<file path="src/dac_level_pkg.sv">
package dac_level_pkg;

    // Register offsets on the control port
    localparam logic [6:0] MODE1_OFS = 7'h01;
    localparam logic [6:0] MIX_OFS = 7'h02;
    localparam logic [6:0] CHA_OFS = 7'h03;
    localparam logic [6:0] CHB_OFS = 7'h04;
    localparam logic [6:0] MODE2_OFS = 7'h05;

    // Reset values
    localparam logic [7:0] MODE1_RST = 8'h80;
    localparam logic [7:0] MIX_RST = 8'h49;
    localparam logic [7:0] CHA_RST = 8'h00;
    localparam logic [7:0] CHB_RST = 8'h00;
    localparam logic [7:0] MODE2_RST = 8'h10;

    // Level and mixing field positions
    localparam int MIX_LINK_BIT = 7;
    localparam int MIX_MODE_HI = 6;
    localparam int MIX_MODE_LO = 5;
    localparam int MIX_A_HI = 3;
    localparam int MIX_A_LO = 2;
    localparam int MIX_B_HI = 1;
    localparam int MIX_B_LO = 0;

    // Channel level field positions
    localparam int MUTE_BIT = 7;
    localparam int LEVEL_MSB = 6;
    localparam int LEVEL_LSB = 0;

    // Second mode register field positions
    localparam int INV_A_BIT = 7;
    localparam int INV_B_BIT = 6;
    localparam int HOST_EN_BIT = 5;
    localparam int LOW_POWER_BIT = 4;
    localparam int FLAG_LINK_BIT = 3;
    localparam int FREEZE_BIT = 2;
    localparam int DIV_BIT = 1;

    // Level arithmetic; MUTE_LEVEL in eighths of a dB, MAX_ATTEN_DB and DB_PER_SHIFT in whole dB
    localparam logic [6:0] MAX_ATTEN_DB = 7'h77;
    localparam logic [9:0] MUTE_LEVEL = 10'h3C0;
    localparam logic [6:0] DB_PER_SHIFT = 7'h06;
    localparam logic [15:0] EIGHTH_DB_LOSS = 16'h01D4;
    localparam logic [5:0][15:0] GAIN_TABLE = {16'h47FB, 16'h50C3,
        16'h5A9E, 16'h65AD, 16'h7215, 16'h8000};

    // Zero-cross timeout, in sample periods
    localparam logic [9:0] ZC_TIMEOUT = 10'h200;

    // Serial audio word width
    localparam int SAMPLE_W = 24;
    localparam logic [4:0] SAMPLE_BITS = 5'h18;

    // Chip address on the control port, value arbitrary
    localparam logic [6:0] CHIP_ADDR = 7'h4C;

    // Synchronised pin vector layout
    localparam int PIN_RST = 6;
    localparam int PIN_CS = 5;
    localparam int PIN_CCLK = 4;
    localparam int PIN_CDIN = 3;
    localparam int PIN_BCLK = 2;
    localparam int PIN_LR = 1;
    localparam int PIN_DATA = 0;
    localparam logic [6:0] PIN_IDLE = 7'h20;

    typedef enum logic [1:0] {
        CHG_NOW,
        CHG_ZERO,
        CHG_SOFT,
        CHG_SOFT_ZERO
    } change_mode_t;

    typedef enum logic [1:0] {
        SP_ADDR,
        SP_MAP,
        SP_DATA,
        SP_IGNORE
    } spi_state_t;

    typedef struct packed {
        logic [7:0] mode1;
        logic [7:0] mix;
        logic [7:0] cha;
        logic [7:0] chb;
        logic [7:0] mode2;
    } ctrl_regs_t;

    localparam ctrl_regs_t REGS_RST = '{MODE1_RST, MIX_RST, CHA_RST,
        CHB_RST, MODE2_RST};

    typedef struct packed {
        logic [SAMPLE_W-1:0] chan_a;
        logic [SAMPLE_W-1:0] chan_b;
    } sample_pair_t;

endpackage

</file>
<file path="src/dac_level_ctrl.sv">
`timescale 1ns/100ps
// Operation
// - Soft ramp moves level 1/8 dB per frame, 1 dB per 8 frames.
// - Zero-cross mode applies a level change only at a zero crossing.
// - Without a crossing the pending change applies after 512 samples.
// - Crossing detection and level updates run separately per channel.
// - Ramp plus zero-cross takes each 1/8 dB step at a crossing.
// - Change-mode field: 00 now, 01 zero, 10 ramp, 11 step-on-crossing.
// - Mixing field routes left, right, mix or silence to each output.
// - Level link makes both outputs use the channel A level byte.
// - Level byte: mute bit 7, seven-bit attenuation in 1 dB steps.
// - Codes above 119 dB act exactly like the mute bit.
// - Mute silences the channel through the same change mechanism.
// - A muted channel drives its silence flag output active.
// - Flag link ANDs both channel conditions onto both flags.
// - Polarity bits invert the sign of their channel.
// - Host port enable resets to 0; setting it hands control over.
// - Low-power bit resets set and holds low power; registers kept.
// - Freeze stores writes; clearing freeze applies them together.
// - Divide bit halves the internal processing clock.
// - Reset pin low: low power, defaults, control port refused.
// - Stand-alone: reset pin low gives low power, high runs.
// - Left-then-right pairs output together; right-then-left lag one.
module dac_level_ctrl (
    input wire logic mclk,
    input wire logic rst,
    input wire logic reset_pin_n,
    input wire logic cs_n,
    input wire logic cclk,
    input wire logic cdin,
    input wire logic bit_clk,
    input wire logic frame_select_clk,
    input wire logic audio_serial_in,
    output dac_level_pkg::sample_pair_t out_pair,
    output logic out_valid,
    output logic chan_a_silence_flag_out,
    output logic chan_b_silence_flag_out,
    output logic low_power_out
);
    logic [6:0] pin_raw;
    logic [6:0] s1_reg;
    logic [6:0] s2_reg;
    logic [6:0] s3_reg;
    logic [6:0] pin_f_reg;
    logic [6:0] pin_d_reg;
    logic int_rst;
    logic cs_fall;
    logic cclk_rise;
    logic bclk_rise;
    logic lr_edge;
    logic byte_done;
    logic wr_go;
    logic [7:0] byte_in;
    dac_level_pkg::spi_state_t spi_state_reg;
    logic [7:0] spi_shift_reg;
    logic [2:0] spi_cnt_reg;
    logic [6:0] map_reg;
    logic map_inc_reg;
    dac_level_pkg::ctrl_regs_t shadow_reg;
    dac_level_pkg::ctrl_regs_t eff_reg;
    dac_level_pkg::ctrl_regs_t cfg;
    dac_level_pkg::change_mode_t mode;
    logic low_power;
    logic [23:0] rx_shift_reg;
    logic [4:0] rx_cnt_reg;
    logic [23:0] left_hold_reg;
    logic [23:0] left_reg;
    logic [23:0] right_reg;
    logic pair_tick_reg;
    logic pend_reg;
    logic phase_reg;
    logic core_go;
    logic signed [23:0] mix_src [2];
    logic signed [23:0] scaled [2];
    logic [1:0] muted;
    logic [1:0] inv;

    // Three-stage synchronisers; a level counts once stages two and three agree
    assign pin_raw = {reset_pin_n, cs_n, cclk, cdin, bit_clk,
        frame_select_clk, audio_serial_in};
    always_ff @(posedge mclk) begin
        if (rst) begin
            s1_reg <= dac_level_pkg::PIN_IDLE;
            s2_reg <= dac_level_pkg::PIN_IDLE;
            s3_reg <= dac_level_pkg::PIN_IDLE;
            pin_f_reg <= dac_level_pkg::PIN_IDLE;
            pin_d_reg <= dac_level_pkg::PIN_IDLE;
        end else begin
            s1_reg <= pin_raw;
            s2_reg <= s1_reg;
            s3_reg <= s2_reg;
            pin_f_reg <= (s2_reg & s3_reg) | (pin_f_reg & (s2_reg ^ s3_reg));
            pin_d_reg <= pin_f_reg;
        end
    end

    // Reset pin low holds everything at defaults
    assign int_rst = rst | ~pin_f_reg[dac_level_pkg::PIN_RST];
    assign cs_fall = pin_d_reg[dac_level_pkg::PIN_CS]
        & ~pin_f_reg[dac_level_pkg::PIN_CS];
    assign cclk_rise = ~pin_d_reg[dac_level_pkg::PIN_CCLK]
        & pin_f_reg[dac_level_pkg::PIN_CCLK];
    assign bclk_rise = ~pin_d_reg[dac_level_pkg::PIN_BCLK]
        & pin_f_reg[dac_level_pkg::PIN_BCLK];
    assign lr_edge = pin_d_reg[dac_level_pkg::PIN_LR]
        ^ pin_f_reg[dac_level_pkg::PIN_LR];
    assign byte_in = {spi_shift_reg[6:0], pin_f_reg[dac_level_pkg::PIN_CDIN]};
    assign byte_done = ~pin_f_reg[dac_level_pkg::PIN_CS] & cclk_rise
        & (spi_cnt_reg == 3'h7);
    assign wr_go = byte_done && (spi_state_reg == dac_level_pkg::SP_DATA);

    // Control port: chip address byte, map byte, then data bytes
    always_ff @(posedge mclk) begin
        if (int_rst) begin
            spi_state_reg <= dac_level_pkg::SP_IGNORE;
            spi_shift_reg <= 8'h00;
            spi_cnt_reg <= 3'h0;
            map_reg <= 7'h00;
            map_inc_reg <= 1'b0;
        end else if (cs_fall) begin
            spi_state_reg <= dac_level_pkg::SP_ADDR;
            spi_cnt_reg <= 3'h0;
        end else if (~pin_f_reg[dac_level_pkg::PIN_CS] && cclk_rise) begin
            spi_shift_reg <= byte_in;
            spi_cnt_reg <= spi_cnt_reg + 3'h1;
            if (spi_cnt_reg == 3'h7) begin
                case (spi_state_reg)
                    dac_level_pkg::SP_ADDR: begin
                        if (byte_in[7:1] == dac_level_pkg::CHIP_ADDR
                                && !byte_in[0]) begin
                            spi_state_reg <= dac_level_pkg::SP_MAP;
                        end else begin
                            spi_state_reg <= dac_level_pkg::SP_IGNORE;
                        end
                    end
                    dac_level_pkg::SP_MAP: begin
                        map_reg <= byte_in[6:0];
                        map_inc_reg <= byte_in[7];
                        spi_state_reg <= dac_level_pkg::SP_DATA;
                    end
                    dac_level_pkg::SP_DATA: begin
                        if (map_inc_reg) begin
                            map_reg <= map_reg + 7'h01;
                        end
                    end
                    default: begin
                        spi_state_reg <= dac_level_pkg::SP_IGNORE;
                    end
                endcase
            end
        end
    end

    // Written register copies; kept through low power
    always_ff @(posedge mclk) begin
        if (int_rst) begin
            shadow_reg <= dac_level_pkg::REGS_RST;
        end else if (wr_go) begin
            case (map_reg)
                dac_level_pkg::MODE1_OFS: shadow_reg.mode1 <= byte_in;
                dac_level_pkg::MIX_OFS: shadow_reg.mix <= byte_in;
                dac_level_pkg::CHA_OFS: shadow_reg.cha <= byte_in;
                dac_level_pkg::CHB_OFS: shadow_reg.chb <= byte_in;
                dac_level_pkg::MODE2_OFS: shadow_reg.mode2 <= byte_in;
                default: shadow_reg <= shadow_reg;
            endcase
        end
    end

    // Working copy follows the written one unless frozen
    always_ff @(posedge mclk) begin
        if (int_rst) begin
            eff_reg <= dac_level_pkg::REGS_RST;
        end else if (!shadow_reg.mode2[dac_level_pkg::FREEZE_BIT]) begin
            eff_reg <= shadow_reg;
        end
    end

    // Stand-alone mode runs on default settings
    assign cfg = eff_reg.mode2[dac_level_pkg::HOST_EN_BIT] ? eff_reg
        : dac_level_pkg::REGS_RST;
    assign low_power = int_rst
        | (eff_reg.mode2[dac_level_pkg::HOST_EN_BIT]
        & eff_reg.mode2[dac_level_pkg::LOW_POWER_BIT]);
    assign mode = dac_level_pkg::change_mode_t'(
        cfg.mix[dac_level_pkg::MIX_MODE_HI:dac_level_pkg::MIX_MODE_LO]);
    assign inv = {cfg.mode2[dac_level_pkg::INV_B_BIT],
        cfg.mode2[dac_level_pkg::INV_A_BIT]};

    // Serial audio receiver, left justified, frame clock high is left
    always_ff @(posedge mclk) begin
        if (int_rst) begin
            rx_shift_reg <= 24'h00_0000;
            rx_cnt_reg <= 5'h00;
            left_hold_reg <= 24'h00_0000;
            left_reg <= 24'h00_0000;
            right_reg <= 24'h00_0000;
            pair_tick_reg <= 1'b0;
        end else begin
            pair_tick_reg <= 1'b0;
            if (lr_edge) begin
                rx_cnt_reg <= 5'h00;
                if (!pin_f_reg[dac_level_pkg::PIN_LR]) begin
                    left_hold_reg <= rx_shift_reg;
                end else begin
                    // Right word ends: release the pair together
                    left_reg <= left_hold_reg;
                    right_reg <= rx_shift_reg;
                    pair_tick_reg <= 1'b1;
                end
            end else if (bclk_rise && rx_cnt_reg < dac_level_pkg::SAMPLE_BITS) begin
                rx_shift_reg <= {rx_shift_reg[22:0],
                    pin_f_reg[dac_level_pkg::PIN_DATA]};
                rx_cnt_reg <= rx_cnt_reg + 5'h01;
            end
        end
    end

    // Internal processing rate, halved when the divide bit is set
    assign core_go = pend_reg
        & (~cfg.mode2[dac_level_pkg::DIV_BIT] | phase_reg);
    always_ff @(posedge mclk) begin
        if (int_rst) begin
            pend_reg <= 1'b0;
            phase_reg <= 1'b0;
        end else begin
            phase_reg <= ~phase_reg;
            if (pair_tick_reg) begin
                pend_reg <= 1'b1;
            end else if (core_go) begin
                pend_reg <= 1'b0;
            end
        end
    end

    // Channel mixing
    function automatic logic signed [23:0] pick(input logic [1:0] sel,
            input logic signed [23:0] l, input logic signed [23:0] r);
        logic signed [24:0] sum;
        sum = 25'(l) + 25'(r);
        case (sel)
            2'h1: pick = r;
            2'h2: pick = l;
            2'h3: pick = 24'(sum >>> 1);
            default: pick = 24'h00_0000;
        endcase
    endfunction
    assign mix_src[0] = pick(cfg.mix[dac_level_pkg::MIX_A_HI:dac_level_pkg::MIX_A_LO],
        left_reg, right_reg);
    assign mix_src[1] = pick(cfg.mix[dac_level_pkg::MIX_B_HI:dac_level_pkg::MIX_B_LO],
        left_reg, right_reg);

    // Per-channel level tracking
    for (genvar ch = 0; ch < 2; ch++) begin : g_ch
        logic [7:0] vol_byte;
        logic [9:0] target;
        logic [9:0] cur_reg;
        logic [9:0] tmo_reg;
        logic [23:0] prev_reg;
        logic zc;
        logic go;
        logic [9:0] step_lvl;

        assign vol_byte = (ch == 0 || cfg.mix[dac_level_pkg::MIX_LINK_BIT])
            ? cfg.cha : cfg.chb;
        assign muted[ch] = vol_byte[dac_level_pkg::MUTE_BIT]
            | (vol_byte[dac_level_pkg::LEVEL_MSB:dac_level_pkg::LEVEL_LSB]
            > dac_level_pkg::MAX_ATTEN_DB);
        assign target = muted[ch] ? dac_level_pkg::MUTE_LEVEL
            : {vol_byte[dac_level_pkg::LEVEL_MSB:dac_level_pkg::LEVEL_LSB],
            3'h0};
        assign zc = (mix_src[ch] == 24'h00_0000)
            | (mix_src[ch][23] != prev_reg[23]);
        assign go = zc | (tmo_reg >= dac_level_pkg::ZC_TIMEOUT - 10'h001);
        assign step_lvl = (cur_reg < target) ? cur_reg + 10'h001
            : cur_reg - 10'h001;

        // Level moves once per processed sample pair
        always_ff @(posedge mclk) begin
            if (int_rst) begin
                cur_reg <= dac_level_pkg::MUTE_LEVEL;
                tmo_reg <= 10'h000;
                prev_reg <= 24'h00_0000;
            end else if (core_go) begin
                prev_reg <= mix_src[ch];
                if (cur_reg == target) begin
                    tmo_reg <= 10'h000;
                end else begin
                    case (mode)
                        dac_level_pkg::CHG_NOW: cur_reg <= target;
                        dac_level_pkg::CHG_SOFT: cur_reg <= step_lvl;
                        dac_level_pkg::CHG_ZERO: begin
                            if (go) begin
                                cur_reg <= target;
                            end
                        end
                        default: begin
                            if (go) begin
                                cur_reg <= step_lvl;
                            end
                        end
                    endcase
                    tmo_reg <= go ? 10'h000 : tmo_reg + 10'h001;
                end
            end
        end

        level_scaler u_scaler (
            .sample_in(mix_src[ch]),
            .level_in(cur_reg),
            .sample_out(scaled[ch])
        );
    end

    // Polarity inversion with saturation of the most negative code
    function automatic logic [23:0] flip(input logic en,
            input logic signed [23:0] v);
        if (!en) begin
            flip = v;
        end else if (v == 24'h80_0000) begin
            flip = 24'h7F_FFFF;
        end else begin
            flip = -v;
        end
    endfunction

    // Output samples; the low-power bit only stops the strobe, the pair holds
    always_ff @(posedge mclk) begin
        if (int_rst) begin
            out_pair <= '0;
            out_valid <= 1'b0;
        end else if (low_power) begin
            out_valid <= 1'b0;
        end else begin
            out_valid <= core_go;
            if (core_go) begin
                out_pair.chan_a <= flip(inv[0], scaled[0]);
                out_pair.chan_b <= flip(inv[1], scaled[1]);
            end
        end
    end

    // Silence flags, optionally linked, also active in low power
    always_ff @(posedge mclk) begin
        if (low_power) begin
            chan_a_silence_flag_out <= 1'b1;
            chan_b_silence_flag_out <= 1'b1;
            low_power_out <= 1'b1;
        end else begin
            low_power_out <= 1'b0;
            if (cfg.mode2[dac_level_pkg::FLAG_LINK_BIT]) begin
                chan_a_silence_flag_out <= &muted;
                chan_b_silence_flag_out <= &muted;
            end else begin
                chan_a_silence_flag_out <= muted[0];
                chan_b_silence_flag_out <= muted[1];
            end
        end
    end
endmodule

</file>
<file path="src/level_scaler.sv">
`timescale 1ns/100ps
module level_scaler (
    input wire logic signed [23:0] sample_in,
    input wire logic [9:0] level_in,
    output logic signed [23:0] sample_out
);
    logic [6:0] db;
    logic [2:0] frac;
    logic [6:0] shift;
    logic [2:0] rem;
    logic [15:0] mant;
    logic [15:0] ffac;
    logic signed [40:0] p1;
    logic signed [40:0] p2;
    logic signed [23:0] s1;
    logic signed [23:0] s2;

    // Whole 6 dB steps shift, leftover whole dB scale by a small gain table, eighths by a linear factor
    always_comb begin
        db = level_in[9:3];
        frac = level_in[2:0];
        shift = db / dac_level_pkg::DB_PER_SHIFT;
        rem = 3'(db - 7'(shift * dac_level_pkg::DB_PER_SHIFT));
        mant = dac_level_pkg::GAIN_TABLE[rem];
        ffac = 16'(16'h8000 - 16'(16'(frac) * dac_level_pkg::EIGHTH_DB_LOSS));
        p1 = 41'(sample_in) * 41'(signed'({1'b0, mant}));
        s1 = 24'(p1 >>> 15);
        p2 = 41'(s1) * 41'(signed'({1'b0, ffac}));
        s2 = 24'(p2 >>> 15);
        if (level_in >= dac_level_pkg::MUTE_LEVEL) begin
            sample_out = 24'h00_0000;
        end else begin
            sample_out = s2 >>> shift;
        end
    end
endmodule

</file>
<file path="config.mk">
export PLATFORM = sky130hd
export DESIGN_NAME = dac_level_ctrl
export DESIGN_NICKNAME = d
export VERILOG_FILES = /design/src/dac_level_pkg.sv /design/src/dac_level_ctrl.sv /design/src/level_scaler.sv
export SDC_FILE = /design/constraint.sdc
export NUM_CORES = 2
export LEC_CHECK = 0
export BUFFER_PORTS_ARGS = -buffer_cell sky130_fd_sc_hd__buf_2
export CORE_ASPECT_RATIO = 1.2
export CORE_MARGIN = 2
export CORE_UTILIZATION = 40
export CTS_BUF_LIST = sky130_fd_sc_hd__clkbuf_4
export CTS_CLUSTER_DIAMETER = 150
export DETAILED_ROUTE_END_ITERATION = 8
export SLEW_MARGIN = 20
export SYNTH_ARGS = -nofsm -noshare
export SYNTH_HDL_FRONTEND = slang
export SYNTH_SLANG_ARGS = --single-unit
</file>
<file path="constraint.sdc">
create_clock -name mclk -period 18.3 [get_ports mclk]
set_input_delay 1.83 -clock mclk [delete_from_list [all_inputs] [get_ports mclk]]
set_output_delay 1.83 -clock mclk [all_outputs]
set_load 0.05 [all_outputs]
</file>
# Yosys cells after proc, flatten, opt, wreduce, memory -nomap -nowiden

Memories as Yosys holds them, arrays and structs flattened.
Index checks and enable logic that the tools add are counted.

Add/sub/neg operators: 16
$mul: 8
Divide/modulo/power cells: 2
Order comparisons: 11
Equality and inequality tests: 26
Shifts and indexed selects: 2
Muxes and demuxes: 39
Bitwise operators: 33
Reductions and logical operators: 34

Operators by type and width:

| operator                 | number |
|---|---|
| $mul A24 B17 Y39         | 4 |
| $mux W24                 | 6 |
| $pmux W24 S3             | 2 |
| $mux W10                 | 12 |
| $pmux W10 S3             | 2 |
| $eq A24 B24 Y1 const B   | 2 |
| $logic_not A24 Y1        | 2 |
| $neg A24 Y24             | 2 |
| $sshr A24 B7 Y24         | 2 |
| $add A10 B1 Y10 const B  | 4 |
| $mux W16                 | 2 |
| $mux W32                 | 1 |
| $sub A16 B12 Y16 const A | 2 |
| $add A24 B24 Y25         | 1 |
| $eq A10 B10 Y1           | 2 |
| $ge A10 B10 Y1 const B   | 2 |
| $ge A10 B9 Y1 const B    | 2 |
| $lt A10 B10 Y1           | 2 |
| $mul A3 B7 Y10 const B   | 2 |
| $reduce_and A2 Y1        | 10 |
| $sub A10 B1 Y10 const B  | 2 |
| $and A7 B7 Y7            | 2 |
| $div A7 B3 Y7 const B    | 2 |
| $eq A7 B2 Y1 const B     | 2 |
| other kinds (36)         | 99 |

Register bits: 361
Latch bits: 0
RAM bits: 0
Bits in read-only memories: 256
Input bits: 9
Output and inout bits: 52
Logic and storage cells: 211
Memories kept: 2

Memories:

| name             | words | width | read ports | clocked after Yosys merged registers in | write ports | RTL line           | text |
|---|---|---|---|---|---|---|---|
| (name not given) | 8     | 16    | 1          | 0                                       | 0           | level_scaler.sv:24 | `mant = dac_level_pkg::GAIN_TABLE[rem];` |
| (name not given) | 8     | 16    | 1          | 0                                       | 0           | level_scaler.sv:24 |  |

# Longest topological paths before layout

Depth in word-level cells: 12
Mapped depth: 83

# Cells and area by module

Synthesis repeated with hierarchy kept, for this count alone.

Cells, all modules: 8378
Area, all modules: 71105.7 um^2

Modules (own cells, without submodules):

| module                          | instances | cells an instance | area each (um^2) | sequential area each (um^2) |
|---|---|---|---|---|
| level_scaler (g_ch[0].u_scaler) | 1         | 3305              | 27911.8          | 0.0 |
| level_scaler (g_ch[1].u_scaler) | 1         | 3191              | 27296.2          | 0.0 |
| dac_level_ctrl                  | 1         | 1882              | 15897.7          | 6185.9 |

# Worst setup path before layout

Ideal clock, no wire load.

Kind: reg-to-reg
Start point: register g_ch[1].cur_reg[8]
End point: register out_pair[5] in the netlist's numbering
Data arrival time: 18.533 ns
Required time: 18.183 ns
Setup slack: -0.350 ns
Cell stages (with the launch flop): 77
Buffers on the path: 6
Period minus slack after synthesis: 18.650 ns
Path through: dfxtp_1 ha_1 buf_2 mux2i_1 nor4_1 or2_2 o211ai_1 inv_1 clkbuf_1 clkbuf_1 ha_1 inv_1 nor3_1 a211oi_1 a211oi_1 nor2_1 nor2_1 a21oi_1 [41 not listed] o21bai_1 a221oi_1 o21ai_1 nor3_1 o31ai_1 xnor2_1 o21a_1 buf_2 a211o_1 a21oi_1 or2_2 ha_1 and3_1 and3_1 nor3b_4 nand2b_4 or3_1 a32o_1

Longest elaborated chain between the ends: 12

RTL lines:

| element                                               | RTL line                                     | text |
|---|---|---|
| start: declaration                                    | dac_level_ctrl.sv:257                        | `logic [9:0] cur_reg;` |
| start signal: assignment                              | dac_level_ctrl.sv:281                        | `cur_reg <= dac_level_pkg::MUTE_LEVEL;` |
| start signal: assignment                              | dac_level_ctrl.sv:290                        | `dac_level_pkg::CHG_NOW: cur_reg <= target;` |
| start signal: assignment                              | dac_level_ctrl.sv:291                        | `dac_level_pkg::CHG_SOFT: cur_reg <= step_lvl;` |
| $div A7 B3 Y7                                         | level_scaler.sv:22                           | `shift = db / dac_level_pkg::DB_PER_SHIFT;` |
| $mul A7 B2 Y2                                         | level_scaler.sv:23                           | `rem = 3'(db - 7'(shift * dac_level_pkg::DB_PER_SHIFT));` |
| $sub A3 B3 Y3                                         | level_scaler.sv:23                           |  |
| $mem_v2 Z8 W16                                        | n/a                                          |  |
| $mux W16 (not written as such)                        | level_scaler.sv:24                           |  |
| $mul A24 B17 Y39                                      | level_scaler.sv:26                           | `p1 = 41'(sample_in) * 41'(signed'({1'b0, mant}));` |
| $mul A24 B17 Y39                                      | level_scaler.sv:28                           | `p2 = 41'(s1) * 41'(signed'({1'b0, ffac}));` |
| $sshr A24 B7 Y24                                      | level_scaler.sv:33                           | `sample_out = s2 >>> shift;` |
| $mux W24 *                                            | level_scaler.sv:30                           | `if (level_in >= dac_level_pkg::MUTE_LEVEL) begin` |
| $neg A24 Y24 / $eq A24 B24 Y1 (equally long branches) | dac_level_ctrl.sv:323, dac_level_ctrl.sv:320 |  |
| $mux W24                                              | dac_level_ctrl.sv:320                        | `end else if (v == 24'h80_0000) begin` |
| $mux W24 *                                            | dac_level_ctrl.sv:318                        | `if (!en) begin` |
| end: declaration                                      | dac_level_ctrl.sv:34                         | `output dac_level_pkg::sample_pair_t out_pair,` |

Mark *: on every way between the ends. The rest lies on a longest branch, timed or not. The select of a mux whose other input is x is not followed.
A chain may end at the register's enable or synchronous reset.

# Worst setup path in the final report

Start point: register left_reg[1]
End point: register out_pair[27] in the netlist's numbering

Longest elaborated chain between the ends: 9

RTL lines:

| element                                               | RTL line                                     | text |
|---|---|---|
| start: declaration                                    | dac_level_ctrl.sv:67                         | `logic [23:0] left_reg;` |
| start signal: assignment                              | dac_level_ctrl.sv:207                        | `left_reg <= left_hold_reg;` |
| $add A24 B24 Y25                                      | dac_level_ctrl.sv:240                        | `sum = 25'(l) + 25'(r);` |
| $pmux W24 S3 *                                        | dac_level_ctrl.sv:241                        | `case (sel)` |
| $mul A24 B17 Y39 *                                    | level_scaler.sv:26                           |  |
| $mul A24 B17 Y39 *                                    | level_scaler.sv:28                           |  |
| $sshr A24 B7 Y24 *                                    | level_scaler.sv:33                           |  |
| $mux W24 *                                            | level_scaler.sv:30                           |  |
| $neg A24 Y24 / $eq A24 B24 Y1 (equally long branches) | dac_level_ctrl.sv:323, dac_level_ctrl.sv:320 |  |
| $mux W24                                              | dac_level_ctrl.sv:320                        |  |
| $mux W24 *                                            | dac_level_ctrl.sv:318                        |  |

Mark *: on every way between the ends. The rest lies on a longest branch, timed or not.

==> run metrics <==
outcome=complete, no violations; Critical Path Most Common Cell=fa_1; antenna violations before repair=4; Clock Tree Buf Depth=3; Worst Clk Skew=108 ps; DIE HEIGHT=470 um; area grow syn2layout=14.4%; number of routed nets with antenna violations=0; average cell area after synthesis=8.37 um^2; CTS buffer count=83; syn nets=10500; Root Driver=clkbuf_4; vias in the first global route=65400; Post-Place Worst Slack=-540 ps; top layer reached by signal wires=met4; buffers added on ports=60; MaxCap Viol Count=0; first-pass GRT wire length=360000 um; most frequent cells in the layout=inv_1, fa_1, nand2_1, nor2_1, buf_4; clock sink count=309; Worst Max-Slew Pin Slew=1110 ps; wire length per cell=19.2 um; largest net degree at the start of global routing=102; Pleak=41.2 nW; Inst Count DP=11500; leading area contributor after synthesis=fa_1; layout cell share with drive strength beyond 1=14.2%; fmax=56.4 MHz; Async SR Flop Fraction=0%; Initial Util=40.3%; Final HPWL DP=187000 um; DRT Pass-1 Iters=6; startpoint types=flip-flop; multi-input logic area=60100 um^2; Critical path buffers and inverters=16; full die area=184000 um^2; Clk Latency, worst-skew pair=880 ps; Primary FF master, synth=dfxtp_1; top cells by area, synth=fa_1, ha_1, dfxtp_1; met2 WL post-DR=113000 um; CP max stage delay=580 ps; worst min path class=reg2reg; Post-Synthesis Cells=8630; most common cell after layout, fill and taps aside=inv_1; Setup violations, final=0; FILL cells=17900; Crit. End Element=flip-flop; worst path required time=19050 ps; max reg flops=48; Max H-tree Level=3; post-route insts no fill=11700; Reg area=6200 um^2; GRT overflow=0; Syn. warnings=0; Relative slew margins=25.7%; Placer Congestion=0.979; Synth Cell Area=72300 um^2; Hold Vio Cnt, Final=0; critical path peak fanout=8; DRC=0; FP Rows=170; Crit path max-delay family=adder cells; top-area cell type share of the netlist area=36.3%; WL met3=11800 um; Final #Nets=11100; sequential element share of the synthesized area=8.56%; WP data arrival=18500 ps; Critical Path Slowest Stage Cell=fa_1; clock-pin slew on the worst setup and hold paths=70 ps; DR vias=62400; max-slew violation count=0; Power Dens Cells=15.7 nW/um^2; CTS tree=yes; Max VDD drop=0.0604 mV; TNS Setup=0 ps; Total GRT Usage=24.6%; Yosys reg bits=309; # hold bufs at CTS=0; io pins=61; M1 wire length=91700 um; fin crit share=97.0%; post-route setup slack=558 ps; CORE AREA=179000 um^2; Routed WL=224000 um; synth unique cells=114; Worst Path Class, Setup=reg2reg; Post-synth EDFFs=0; die extent in x=392 um; min cycle time layout=17740 ps; Initial DRC Count=4081; via/cell ratio=5.34
worst paths after layout:
kind | from | end | slack [ps] | depth (start not counted)
worst min register to register | s1_reg[5]$_SDFF_PP1_ | s2_reg[5]$_SDFF_PP1_ | 420 | 1
worst min-delay path | s1_reg[5]$_SDFF_PP1_ | s2_reg[5]$_SDFF_PP1_ | 420 | 1
worst max register to register | left_reg[1]$_SDFFE_PP0P_ | out_pair[27]$_SDFFE_PP0P_ | 560 | 74
worst max-delay path | left_reg[1]$_SDFFE_PP0P_ | out_pair[27]$_SDFFE_PP0P_ | 560 | 74
worst register-to-register path: cells and delay by family, from the launching register on:
kind / cells / cell delay, ps
and+or+nand+nor: 15 / 2330
xor gates and xnor gates: 2 / 240
DFF: 1 / 340
adders and majority gates: 15 / 7010
AOI/OAI and AO/OA: 26 / 5730
buffers and inverters: 16 / 2010
cell type report:
type	count	area share [%]
Inverter	1590	7.22
Multi-Input combinational cell	6376	72.8
Clock inverter	34	0.221
Clock buffer	116	1.05
Sequential cell	309	7.50
Tap cell	2408	3.65
Timing Repair Buffer	841	7.59
Antenna cell	5	0.0151
power breakdown:
part	internal (mW)	leakage, nW	total (mW)	switching [mW]
clock	0.310	0.624	0.620	0.310
combinational	0.00260	38.1	0.00633	0.00370
sequential	0.674	2.49	0.675	0.00101
total	0.987	41.2	1.30	0.314
cell usage after synthesis (17+ instances only):
cell type	count
xnor2_1	198
a211o_1	21
nand4_1	41
xor2_1	96
a221oi_1	21
mux2i_1	210
o221ai_1	17
inv_1	1584
a31oi_1	44
a22oi_1	30
a21oi_1	330
and2_1	101
nor4_1	28
a211oi_1	66
fa_1	1310
buf_1	25
a22o_1	26
o21bai_1	39
nand2b_1	53
clkbuf_1	313
o211ai_1	31
o21a_1	72
or2_2	32
dfxtp_1	309
nor3_1	85
mux2_2	19
nand2_1	1048
o22ai_1	23
o31ai_1	30
or3_1	29
a2111oi_0	22
nand3_1	109
nor2b_1	73
a21o_1	130
nor2_1	943
o21ai_1	33
and3_1	60
ha_1	540
o21ai_0	177
stage by stage:
stage	area [um^2]	hold WS, ps	util, %	power (mW)
3_5_place_dp	79900	404	44.6	0.697
4_1_cts	81200	424	45.3	1.32
2_1_floorplan	72300	389	-	0.694
3_3_place_gp	79900	402	44.6	0.697
5_1_grt	82700	456	46.2	1.36
6_report	82700	424	46.2	1.30
logic make-up after synthesis:
family	share of synthesized area, %
flops	8.56
simple gates	16.3
mux	3.24
xor+xnor	3.59
compound gates	12.5
buf+inv	10.2
fa+ha+maj	45.7
layer usage:
layer,vias up,track usage [%]
met5,-,0
met4,0,7.64
met3,440,2.86
met2,1870,42.8
met1,31400,31.7
li1,28700,-
what timing repair did:
action,CTS,global route
gates cloned,0,3
gates resized for setup,31,286
buffers inserted,6,41
setup endpoints to repair,48,48
pin swaps,4,105
(Power assumes the default switching activity.)
